**config.mk**
```make
export PLATFORM = sky130hd
export DESIGN_NAME = sensor_device_control_regs
export DESIGN_NICKNAME = d
export VERILOG_FILES = /design/src/include/sensor_regs_pkg.sv /design/src/core/scan_pacer.sv /design/src/core/sensor_device_control_regs.sv
export SDC_FILE = /design/constraint.sdc
export NUM_CORES = 1
export LEC_CHECK = 0
export ABC_AREA = 1
export BUFFER_PORTS_ARGS = -buffer_cell sky130_fd_sc_hd__buf_2
export CAP_MARGIN = 30
export CELL_PAD_IN_SITES_DETAIL_PLACEMENT = 0
export CELL_PAD_IN_SITES_GLOBAL_PLACEMENT = 2
export CORE_MARGIN = 2
export CORE_UTILIZATION = 32
export DETAILED_ROUTE_END_ITERATION = 7
export GPL_ROUTABILITY_DRIVEN = 1
export PLACE_DENSITY_LB_ADDON = 0.1
export REMOVE_ABC_BUFFERS = 1
export SYNTH_ARGS = -nofsm -noshare
export SYNTH_HDL_FRONTEND = slang
export SYNTH_HIERARCHICAL = 1
export SYNTH_SLANG_ARGS = --single-unit
```
**constraint.sdc**
```tcl
create_clock -name mclk_i -period 2.4 [get_ports mclk_i]
set_clock_uncertainty 0.15 [all_clocks]
set_input_delay 0.48 -clock mclk_i [delete_from_list [all_inputs] [get_ports mclk_i]]
set_output_delay 0.48 -clock mclk_i [all_outputs]
set_load 0.03 [all_outputs]
```
**src/include/sensor_regs_pkg.sv**
```systemverilog
/*
  Shared constants and carrier types for the sensor device control
  register bank: register offsets, field positions, reset values,
  the fixed capabilities word and the scan timing figures.
  Assumes a 200 MHz mclk_i and the 6-bit register addressing of the
  single-wire sensor bus engine that drives the bank.
*/
package sensor_regs_pkg;

  // register offsets on the sensor bus
  localparam logic [5:0]  ADDR_IDENTITY    = 6'h02;
  localparam logic [5:0]  ADDR_CAPS        = 6'h03;
  localparam logic [5:0]  ADDR_STATUS      = 6'h04;
  localparam logic [5:0]  ADDR_CONTROL     = 6'h05;

  // identity word layout
  localparam int          REV_MSB          = 15;
  localparam int          REV_LSB          = 11;
  localparam int          PART_MSB         = 10;
  localparam int          PART_LSB         = 0;

  // capabilities: one temperature-measurement function, rest zero
  localparam logic [3:0]  FUNC_TYPE_TEMP   = 4'h1;
  localparam logic [15:0] CAPS_VALUE       = {12'h000, FUNC_TYPE_TEMP};

  // status flag positions and reset value
  localparam int          ST_EVENT_BIT     = 0;
  localparam int          ST_ERROR_BIT     = 4;
  localparam int          ST_BUS_BIT       = 7;
  localparam logic [7:0]  STATUS_RESET     = 8'h00;

  // control field positions and reset value
  localparam int          CT_RESET_BIT     = 0;
  localparam int          CT_SHUTDOWN_BIT  = 1;
  localparam int          CT_LOW_POWER_SELECT_BIT    = 2;
  localparam int          CT_ENABLE_BIT    = 4;
  localparam logic [15:0] CONTROL_RESET    = 16'h0000;

  // timing: clock rate, scan period, device reset length
  localparam int unsigned CLK_MHZ          = 200;
  localparam int unsigned SCAN_PERIOD_US   = 250_000;
  localparam int unsigned SCAN_CYCLES      = SCAN_PERIOD_US * CLK_MHZ;
  localparam logic [2:0]  RESET_OP_CYCLES  = 3'h4;
  localparam logic [1:0]  LOW_POWER_SELECT_LAST      = 2'h3;  // one tick in four

  // register request from the bus engine
  typedef struct packed {
    logic        write;
    logic        broadcast;
    logic [5:0]  addr;
    logic [15:0] wdata;
  } reg_req_t;

  // operating mode seen by the measurement function
  typedef struct packed {
    logic shutdown;
    logic low_power;
    logic func_enable;
  } mode_t;

  // device reset sequencer states
  typedef enum logic [1:0] {
    ST_RUN   = 2'b00,
    ST_RESET = 2'b01
  } op_state_t;

endpackage

```
**src/core/scan_pacer.sv**
```systemverilog
/*
  Scan pacer: issues one scan tick per scan period while the function
  runs, and one tick in four periods in low-power mode.
  Assumes reset_i already includes the device reset operation.
*/
module scan_pacer
  import sensor_regs_pkg::*;
#(
  parameter int unsigned PERIOD_CYCLES = SCAN_CYCLES
)
(
  input  wire logic mclk_i,
  input  wire logic reset_i,
  input  wire logic run_i,
  input  wire logic slow_i,
  output logic      tick_o
);

  logic [31:0] count_r;
  logic [1:0]  slow_r;
  logic        wrap;

  // end of one active-rate period
  assign wrap = run_i && (count_r == PERIOD_CYCLES - 32'h1);

  // period counter, parked while the function is stopped
  always_ff @(posedge mclk_i)
  begin
    if (reset_i || !run_i)
      count_r <= 32'h0;
    else if (wrap)
      count_r <= 32'h0;
    else
      count_r <= count_r + 32'h1;
  end

  // quarter-rate prescaler for low-power mode
  always_ff @(posedge mclk_i)
  begin
    if (reset_i || !run_i)
      slow_r <= 2'h0;
    else if (wrap)
      slow_r <= slow_r + 2'h1;
  end

  // registered tick; low power drops three ticks in four
  always_ff @(posedge mclk_i)
  begin
    if (reset_i)
      tick_o <= 1'b0;
    else
      tick_o <= wrap && (!slow_i || slow_r == LOW_POWER_SELECT_LAST);
  end

endmodule

```
**src/core/sensor_device_control_regs.sv**
```systemverilog
/*
  Device-level register bank of a multi-zone temperature sensor:
  identity, fixed capabilities, status flags and device control, with
  the device reset sequencer and the measurement scan pacer.
  Assumes a bus engine on mclk_i that decodes device numbers and the
  bit-level protocol, presenting one register request per cycle.
*/
module sensor_device_control_regs
  import sensor_regs_pkg::*;
#(
  parameter logic [4:0]  REVISION      = 5'h01,   // arbitrary value
  parameter logic [10:0] PART_CODE     = 11'h2a5, // arbitrary value
  parameter int unsigned SCAN_PERIOD   = SCAN_CYCLES
)
(
  input  wire logic      mclk_i,
  input  wire logic      reset_i,
  input  wire logic      req_valid_i,
  input  wire reg_req_t  req_i,
  input  wire logic      func_event_i,
  input  wire logic      func_error_i,
  input  wire logic      readout_read_i,
  input  wire logic      ack_error_i,
  output logic           rsp_valid_o,
  output logic [15:0]    rsp_data_o,
  output mode_t          mode_o,
  output logic           device_reset_o,
  output logic           scan_tick_o
);

  op_state_t   op_state_r;
  logic [2:0]  op_count_r;
  logic        event_flag_r;
  logic        error_flag_r;
  logic        bus_err_r;
  logic        shutdown_r;
  logic        low_power_r;
  logic        func_en_r;
  logic        resetting;
  logic        take;
  logic        rd_take;
  logic        wr_ctrl;
  logic        start_reset;
  logic        rd_status;
  logic        overrun;
  logic        run;
  logic        pacer_reset;
  logic [7:0]  status_word;
  logic [15:0] control_word;
  logic [15:0] identity_word;
  logic [15:0] read_value;

  // request qualification; accesses during a device reset are dropped
  assign resetting   = (op_state_r == ST_RESET);
  assign take        = req_valid_i && !resetting;
  // broadcast applies to writes only; this bank never looks at enable
  assign rd_take     = take && !req_i.write && !req_i.broadcast;
  assign wr_ctrl     = take && req_i.write
                       && (req_i.addr == ADDR_CONTROL);
  assign start_reset = wr_ctrl && req_i.wdata[CT_RESET_BIT];
  assign rd_status   = rd_take && (req_i.addr == ADDR_STATUS);
  assign overrun     = func_event_i && event_flag_r && !readout_read_i;

  // device reset sequencer: holds the bank in defaults for a few cycles
  always_ff @(posedge mclk_i)
  begin
    if (reset_i)
    begin
      op_state_r <= ST_RUN;
      op_count_r <= 3'h0;
    end
    else
    begin
      case (op_state_r)
        ST_RUN:
        begin
          if (start_reset)
          begin
            op_state_r <= ST_RESET;
            op_count_r <= RESET_OP_CYCLES;
          end
        end
        ST_RESET:
        begin
          op_count_r <= op_count_r - 3'h1;
          if (op_count_r == 3'h1)
            op_state_r <= ST_RUN;
        end
        default:
        begin
          op_state_r <= ST_RUN;
          op_count_r <= 3'h0;
        end
      endcase
    end
  end

  assign device_reset_o = resetting;

  // event flag: a new event in the clearing cycle still sets it
  always_ff @(posedge mclk_i)
  begin
    if (reset_i || resetting)
      event_flag_r <= STATUS_RESET[ST_EVENT_BIT];
    else if (func_event_i)
      event_flag_r <= 1'b1;
    else if (readout_read_i)
      event_flag_r <= 1'b0;
  end

  // error flag: function errors and unread-result overruns
  always_ff @(posedge mclk_i)
  begin
    if (reset_i || resetting)
      error_flag_r <= STATUS_RESET[ST_ERROR_BIT];
    else if (func_error_i || overrun)
      error_flag_r <= 1'b1;
    else if (readout_read_i)
      error_flag_r <= 1'b0;
  end

  // bus error flag: a nack in the same cycle as a status read wins
  always_ff @(posedge mclk_i)
  begin
    if (reset_i || resetting)
      bus_err_r <= STATUS_RESET[ST_BUS_BIT];
    else if (ack_error_i)
      bus_err_r <= 1'b1;
    else if (rd_status)
      bus_err_r <= 1'b0;
  end

  // control fields; broadcast writes touch only the shutdown bit here
  always_ff @(posedge mclk_i)
  begin
    if (reset_i || resetting || start_reset)
    begin
      shutdown_r  <= CONTROL_RESET[CT_SHUTDOWN_BIT];
      low_power_r <= CONTROL_RESET[CT_LOW_POWER_SELECT_BIT];
      func_en_r   <= CONTROL_RESET[CT_ENABLE_BIT];
    end
    else if (wr_ctrl)
    begin
      shutdown_r <= req_i.wdata[CT_SHUTDOWN_BIT];
      if (!req_i.broadcast)
      begin
        low_power_r <= req_i.wdata[CT_LOW_POWER_SELECT_BIT];
        func_en_r   <= req_i.wdata[CT_ENABLE_BIT];
      end
    end
  end

  // register images; unused bits are tied low
  always_comb
  begin
    status_word               = STATUS_RESET;
    status_word[ST_EVENT_BIT] = event_flag_r;
    status_word[ST_ERROR_BIT] = error_flag_r;
    status_word[ST_BUS_BIT]   = bus_err_r;
  end

  always_comb
  begin
    control_word                  = CONTROL_RESET;
    control_word[CT_RESET_BIT]    = resetting;
    control_word[CT_SHUTDOWN_BIT] = shutdown_r;
    control_word[CT_LOW_POWER_SELECT_BIT]   = low_power_r;
    control_word[CT_ENABLE_BIT]   = func_en_r;
  end

  always_comb
  begin
    identity_word                   = 16'h0000;
    identity_word[REV_MSB:REV_LSB]   = REVISION;
    identity_word[PART_MSB:PART_LSB] = PART_CODE;
  end

  // read decode; addresses outside this bank answer zero
  always_comb
  begin
    if (req_i.addr == ADDR_IDENTITY)
      read_value = identity_word;
    else if (req_i.addr == ADDR_CAPS)
      read_value = CAPS_VALUE;
    else if (req_i.addr == ADDR_STATUS)
      read_value = {8'h00, status_word};
    else if (req_i.addr == ADDR_CONTROL)
      read_value = control_word;
    else
      read_value = 16'h0000;
  end

  // answer one cycle after the request; writes answer with zero data
  always_ff @(posedge mclk_i)
  begin
    if (reset_i)
    begin
      rsp_valid_o <= 1'b0;
      rsp_data_o  <= 16'h0000;
    end
    else
    begin
      rsp_valid_o <= rd_take || (take && req_i.write);
      rsp_data_o  <= rd_take ? read_value : 16'h0000;
    end
  end

  // mode outputs; shutdown overrides low power for the function
  assign run                = func_en_r && !shutdown_r;
  assign mode_o             = '{shutdown:    shutdown_r,
                                low_power:   low_power_r && !shutdown_r,
                                func_enable: run};
  assign pacer_reset        = reset_i || resetting;

  // conversion pacing; quartered in low-power mode
  scan_pacer #(
    .PERIOD_CYCLES (SCAN_PERIOD)
  ) u_pacer (
    .mclk_i  (mclk_i),
    .reset_i (pacer_reset),
    .run_i   (run),
    .slow_i  (low_power_r),
    .tick_o  (scan_tick_o)
  );
endmodule

```
==> results of run 1 <==
==> final timing paths <==
kind / endpoint / slack, ns / depth (start not counted)
worst max-delay path: mode_o[0] / 0.57 / 4
worst min-delay path: rsp_valid_o$_SDFF_PP0_ / 0.21 / 2
worst max register to register: u_pacer/count_r[17]$_SDFF_PP0_ / 0.57 / 7
worst min register to register: u_pacer/count_r[0]$_SDFF_PP0_ / 0.32 / 1
==> flip-flops by register name (all words and copies together), names as in the netlist <==
| register | flops |
|---|---|
| func_en_r | 1 |
| u_pacer/slow_r | 2 |
| error_flag_r | 1 |
| u_pacer/count_r | 32 |
| event_flag_r | 1 |
| rsp_data_o | 6 |
| bus_err_r | 1 |
| op_count_r | 3 |
| low_power_r | 1 |
| rsp_valid_o | 1 |
| shutdown_r | 1 |
| u_pacer/tick_o | 1 |
| op_state_r | 1 |
==> where the power goes <==
part / switching [W] / internal, W
Sequential: 0.00000253 / 0.000867
Clock: 0.000287 / 0.000258
Combinational: 0.0000450 / 0.0000207
==> final cells by class <==
| class | instances | share of cell area [%] |
|---|---|---|
| Multi-Input combinational cell | 323 | 47.9 |
| Inverter | 53 | 6.23 |
| Clock buffer | 7 | 3.02 |
| Timing Repair Buffer | 36 | 5.96 |
| Sequential cell | 52 | 32.6 |
| Tap cell | 108 | 4.23 |
==> synth_stat cells, types with 2 or more instances <==
library cell | n | share of area (%)
inv_1 | 52 | 6.8
nand4_1 | 9 | 2.0
ha_1 | 4 | 1.7
o21ai_0 | 6 | 1.0
xor2_1 | 10 | 3.0
nor2_4 | 4 | 1.6
nor2_2 | 8 | 1.7
xnor2_1 | 8 | 2.4
nand3_2 | 2 | 0.70
buf_4 | 12 | 3.1
buf_6 | 3 | 1.2
nand3b_1 | 4 | 1.0
nand3_1 | 20 | 3.5
nor2_1 | 95 | 12
nand2_1 | 123 | 16
dfxtp_1 | 52 | 36
a21oi_1 | 9 | 1.6
nor3_1 | 2 | 0.35
and2_1 | 2 | 0.43
==> placed cells by master (no fill, tap or decap), drive strengths merged, types with 8 or more instances in the layout <==
cell type,Yosys,final
nand4,9,9
nand3,22,22
conb,1,8
buf,16,36
xnor2,8,8
a21oi,9,9
nand2,125,125
inv,53,53
dfxtp,52,52
xor2,10,10
nor2,107,107
==> stage by stage <==
stage          area, um^2  hold slack [ns]
2_1_floorplan        2770            0.280
3_3_place_gp         3100            0.299
3_5_place_dp         3100            0.310
4_1_cts              3190            0.199
5_1_grt              3190            0.205
6_report             3190            0.207
==> per-layer routing <==
layer | global-route usage [%] | routed length (um) | share of wire (%)
met2 | 26.2 | 3360 | 49
met4 | 2.85 | 40 | 0.58
met3 | 2.34 | 193 | 2.8
met1 | 18.3 | 3250 | 47
met5 | 0 | 0 | 0
==> cell families after synthesis <==
kind of cell | synth area share (%)
flip-flops | 36.2
XOR/XNOR | 5.48
other | 0.130
AND/OR/NAND/NOR | 42.0
adder cells (fa/ha/maj) | 1.74
AO/OA/AOI/OAI | 2.91
buffers and inverters | 11.5
==> worst register-to-register path: stages, from the launching register on <==
cell     delay [ns]
dfxtp_1        0.38
ha_1           0.21
nand2_1        0.10
nor2_4         0.22
nand3_2        0.14
o21ai_2        0.18
buf_4          0.27
nor2_1         0.08
==> results.md, run 1 <==
- Area of the multi-input gates: 0.00153 mm^2
- DRT iter0 DRCs: 100
- Starting Density: 33.0%
- Post-synth cell types: 32
- Via count: 2566
- Skew-Pair Late Insertion Delay: 0.30 ns
- Final worst-path cycle share: 76.3%
- CTS max path bufs: 2
- Register area share after synthesis: 36.2%
- Final Non-Filler Cells: 579
- Leak: 1.25 nW
- Critical path startpoint category: flip-flop
- Max_cap viols: 0
- GRT Util Overall: 14.5%
- VDD IR max: 0.189 mV
- Endpoints failing hold: 0
- DP HPWL: 5.43 mm
- # setup viols final: 0
- Gate Count Post-Synth: 438
- Power Density: 464 mW/mm^2
- Worst Setup SP: func_en_r$_SDFFE_PP0P_
- Layout cells sized above 1: 13.4%
- Initial antenna violation count: 0
- CP peak stage delay: 0.38 ns
- CP max FO: 3
- FMAX: 546 MHz
- Residual DRC: 0
- Bufs and invs on worst path: 3
- GP Congestion: 0.775
- Die X: 98.8 um
- DR vias/cell: 4.43
- Clk slew on worst S/H paths: 0.09 ns
- Average size of a mapped cell: 6.57 um^2
- Largest net degree at the start of global routing: 20
- Synthesized area: 0.00288 mm^2
- Row Count: 34
- Core ar.: 0.00872 mm^2
- Pre-CTS WS: 0.522 ns
- Yosys reg bits: 52
- Final core occ: 36.6%
- Arr. time, crit path: 1.20 ns
- Port Buffers: 32
- Antenna Cells: 0
- Wirelength per Cell: 11.8 um
- Worst r2r src: u_pacer/count_r[0]$_SDFF_PP0_
- Dpl cells: 572
- Ports: 53
- Area delta synth->final: 11.0%
- Number of global-route vias before repair: 2497
- CTS Hold Buffers Added: 0
- Antenna viol nets, final: 0
- Delay-heaviest family, CP: buffers and inverters
- Top_reg_cell synth: dfxtp_1
- FF/Latch Area: 0.00104 mm^2
- Worst EP required: 1.77 ns
- PnR Total Power: 0.00148 W
- Setup CP Type: flip-flop to primary output
- RSZ-0062 raised after global routing: false
- Clk sinks: 52
- First-pass GRT wire length: 11.5 mm
- Critical Path End Type: primary output
- Nets: 506
- TritonCTS clock tree: built
- # fillers: 982
- Die Ht: 98.8 um
- Root buf cell: clkbuf_8
- Hold_sp: reset_i
- H-tree depth: 2
- Final min period: 1.83 ns
- Drt first pass iters: 4
- Synth async-reset ratio: 0%
- Worst-path cell chain: inv_1 -> nor2_1 -> buf_4 -> buf_2
- Hold Crit Class: primary input to flip-flop
- CTS buffer count: 5
- Status: finished, final reports clean
- Post-synth EDFFs: 0
- Setup TNS Final: 0 ns
- Synth warn: 6
- Final slew viol count: 0
- Critical-path top delay cell: dfxtp_1
- Post-CTS Setup Inserts: 0
- Grt total ovfl: 0
- Worst Slack Setup Final: 0.569 ns
- Die area: 0.00976 mm^2
- Post-cts gate resize count: 0
- Drt total wl: 6.84 mm
(Power assumes the default switching activity.)
==> run 2: changes to the inputs <==
--- a/config.mk
+++ b/config.mk
@@ -11,7 +11,7 @@
 export CELL_PAD_IN_SITES_DETAIL_PLACEMENT = 0
 export CELL_PAD_IN_SITES_GLOBAL_PLACEMENT = 2
 export CORE_MARGIN = 2
-export CORE_UTILIZATION = 32
+export CORE_UTILIZATION = 27
 export DETAILED_ROUTE_END_ITERATION = 7
 export GPL_ROUTABILITY_DRIVEN = 1
 export PLACE_DENSITY_LB_ADDON = 0.1
==> constraint.sdc (replaced) <==
create_clock -name mclk_i -period 1.6 [get_ports mclk_i]
set_clock_uncertainty 0.15 [all_clocks]
set_input_delay 0.32 -clock mclk_i [delete_from_list [all_inputs] [get_ports mclk_i]]
set_output_delay 0.32 -clock mclk_i [all_outputs]
set_load 0.03 [all_outputs]
==> run 2 against run 1 <==
  * The run now ends with negative setup slack left
  * Cell area up 17%
  * Sequential power up 50%
  * Critical path depth grew 3
  * Final cell count grew 12%
  * Clock power up 47%
  * Combinational power increased by 58%
  * Critical endpoint is now u_pacer/count_r[2]$_SDFF_PP0_
  * Largest cell class unchanged
==> results.md, run 2 (synthesized netlist as in run 1, its figures left out) <==
- Root buf cell: clkbuf_8
- GRT Util Overall: 14.1% (-0.45 points)
- Clk sinks: 52 (unchanged)
- Worst r2r path cells: 7 (unchanged)
- Final min period: 1.70 ns
- Die area: 0.0115 mm^2 (+18%)
- Antenna Cells: 0 (unchanged)
- Worst-path cell chain: ha_4 -> nand2_4 -> nor2_4 -> nand3_4 -> o21ai_4 -> buf_6 -> nor2_1
- CTS buffer count: 5 (unchanged)
- Reg2reg setup slack: -0.1 ns (-0.67 ns)
- Worst Slack Setup Final: -0.0963 ns (-0.665 ns)
- Delay-heaviest family, CP: simple AND/OR/NAND/NOR gates
- Skew-Pair Late Insertion Delay: 0.31 ns (about the same)
- Port Buffers: 32 (unchanged)
- # setup viols final: 32 (+32)
- CTS max path bufs: 2 (unchanged)
- Hold_sp: reset_i
- Status: finished, violations left
- Via count: 2720 (+6.0%)
- Drt first pass iters: 4 (unchanged)
- FMAX: 590 MHz
- Final worst-path cycle share: 106%
- Ports: 53 (unchanged)
- Layout cells sized above 1: 28.8% (+15 points)
- Area delta synth->final: 30.0%
- Largest net degree at the start of global routing: 18 (-10%)
- Die X: 107 um (+8.5%)
- Endpoints failing hold: 0 (unchanged)
- Die Ht: 107 um (+8.5%)
- Antenna viol nets, final: 0 (unchanged)
- Core ar.: 0.0103 mm^2 (+18%)
- Nets: 548 (+8.3%)
- Hold Worst Slack: 0.0461 ns (-0.161 ns)
- CP peak stage delay: 0.37 ns (about the same)
- GP Congestion: 0.780 (+0.71%)
- Leak: 1.53 nW (+22%)
- Setup TNS Final: -2.33 ns (-2.33 ns)
- Most common cell after layout, fill and taps aside: nand2_1
- Row Count: 37 (+8.8%)
- Hold path endpoint: rsp_valid_o$_SDFF_PP0_
- Worst r2r src: u_pacer/count_r[0]$_SDFF_PP0_
- Area of the multi-input gates: 0.00166 mm^2 (+8.7%)
- Drt total wl: 7.58 mm (+11%)
- Pre-CTS WS: -0.149 ns (-0.671 ns)
- Biggest register: u_pacer/count_r
- TritonCTS clock tree: built
- CTS Hold Buffers Added: 0 (unchanged)
- Wirelength per Cell: 11.7 um (-1.3%)
- RSZ-0062 raised after global routing: true
- Starting Density: 27.9% (-5.1 points)
- First-pass GRT wire length: 12.7 mm (+10%)
- Clk slew on worst S/H paths: 0.11 ns (+0.02 ns)
- Arr. time, crit path: 1.75 ns (+0.55 ns)
- Regs by FF count: u_pacer/count_r (32), rsp_data_o (6), op_count_r (3)
- DP HPWL: 6.02 mm (+11%)
- Critical Path End Type: flip-flop
- Critical path startpoint category: flip-flop
- Residual DRC: 0 (unchanged)
- FF/Latch Area: 0.00106 mm^2 (+1.7%)
- Initial antenna violation count: 0 (unchanged)
- DRT iter0 DRCs: 115 (+15%)
- Final slew viol count: 0 (unchanged)
- Setup CP Type: flip-flop to flip-flop
- # fillers: 1142 (+16%)
- Critical-path top delay cell: dfxtp_2
- Grt total ovfl: 0 (unchanged)
- Violated checks: negative setup slack
- Hold Path Depth: 2 (unchanged)
- Reg-to-Reg End: u_pacer/count_r[2]$_SDFF_PP0_
- Power Density: 591 mW/mm^2 (+28%)
- VDD IR max: 0.297 mV (+57%)
- DR vias/cell: 4.18 (-5.6%)
- Largest register FFs: 32 (unchanged)
- Hold Crit Class: primary input to flip-flop
- Worst EP required: 1.66 ns (-0.11 ns)
- Max_cap viols: 0 (unchanged)
- CP max FO: 6 (+3)
- Most frequent cells in the layout: nand2_1, nor2_1, inv_1
- Bufs and invs on worst path: 1 (-2)
- H-tree depth: 2 (unchanged)
- Number of global-route vias before repair: 2587 (+3.6%)
## run 2: cell types whose count changed in the layout (fill, tap and decap cells not counted), moves of 9 or more
cell / previous run / this run
dfxtp_2: 0 / 14
nor2_1: 95 / 75
buf_4: 4 / 38
buf_6: 0 / 9
dfxtp_1: 52 / 38
nor2_2: 8 / 24
## run 2: power by group
part	internal [W]	total (W)	switching [W]
Sequential	0.00130	0.00130	0.00000368
Combinational	0.0000338	0.000104	0.0000698
Clock	0.000313	0.000802	0.000490
Total	0.00165	0.00221	0.000563
## run 2: worst register-to-register path, cell delays in order (launching register included)
cell	delay, ns
dfxtp_2	0.37
ha_4	0.16
nand2_4	0.05
nor2_4	0.21
nand3_4	0.13
o21ai_4	0.30
buf_6	0.19
nor2_1	0.05
## run 2: worst max path at each step
stage | startpoint | to | slack (ns) | cells after the start
after floorplan | shutdown_r$_SDFFE_PP0N_ | u_pacer/count_r[17]$_SDFF_PP0_ | -0.77 | 6
after global placement | u_pacer/count_r[0]$_SDFF_PP0_ | u_pacer/count_r[29]$_SDFF_PP0_ | -0.10 | 7
final | u_pacer/count_r[0]$_SDFF_PP0_ | u_pacer/count_r[2]$_SDFF_PP0_ | -0.1 | 7
after detailed placement | u_pacer/count_r[0]$_SDFF_PP0_ | u_pacer/count_r[4]$_SDFF_PP0_ | -0.15 | 7
after CTS | u_pacer/count_r[1]$_SDFF_PP0_ | u_pacer/count_r[15]$_SDFF_PP0_ | -0.11 | 7
after global routing | u_pacer/count_r[0]$_SDFF_PP0_ | u_pacer/count_r[9]$_SDFF_PP0_ | -0.18 | 7
## run 2: final cells by class
type                       count  area share [%]
clock inverter                 3           0.569
sequential                    52            28.3
multi-input combinational    323            44.5
tap                          136            4.55
clock buffer                   5            1.84
timing repair buffer          78            14.9
inverter                      53            5.32
## run 2: per-layer routing
metal	share of wire, %	vias up	global-route usage, %
met5	0	-	0
met4	1.3	0	3.62
met3	3.5	6	2.43
met2	48	49	23.6
met1	47	1197	18.6
li1	-	1468	-
## run 2: per-stage QoR
step | std cells | area [um^2] | util, % | total power [W]
global placement | 636 | 3410 | 33.1 | 0.00144
finish | 650 | 3740 | 36.2 | 0.00221
global route | 650 | 3740 | 36.2 | 0.00232
detailed placement | 636 | 3410 | 33.1 | 0.00144
CTS | 647 | 3620 | 35.1 | 0.00226
floorplan | 428 | 2770 | - | 0.00140
## run 2: timing repair
action | 4_1_cts | 5_1_grt
resized for setup | 25 | 42
gates cloned | 2 | 0
pin swaps | 16 | 13
hold endpoints to repair | 0 | 0
buffers inserted | 1 | 4
setup endpoints to repair | 32 | 37
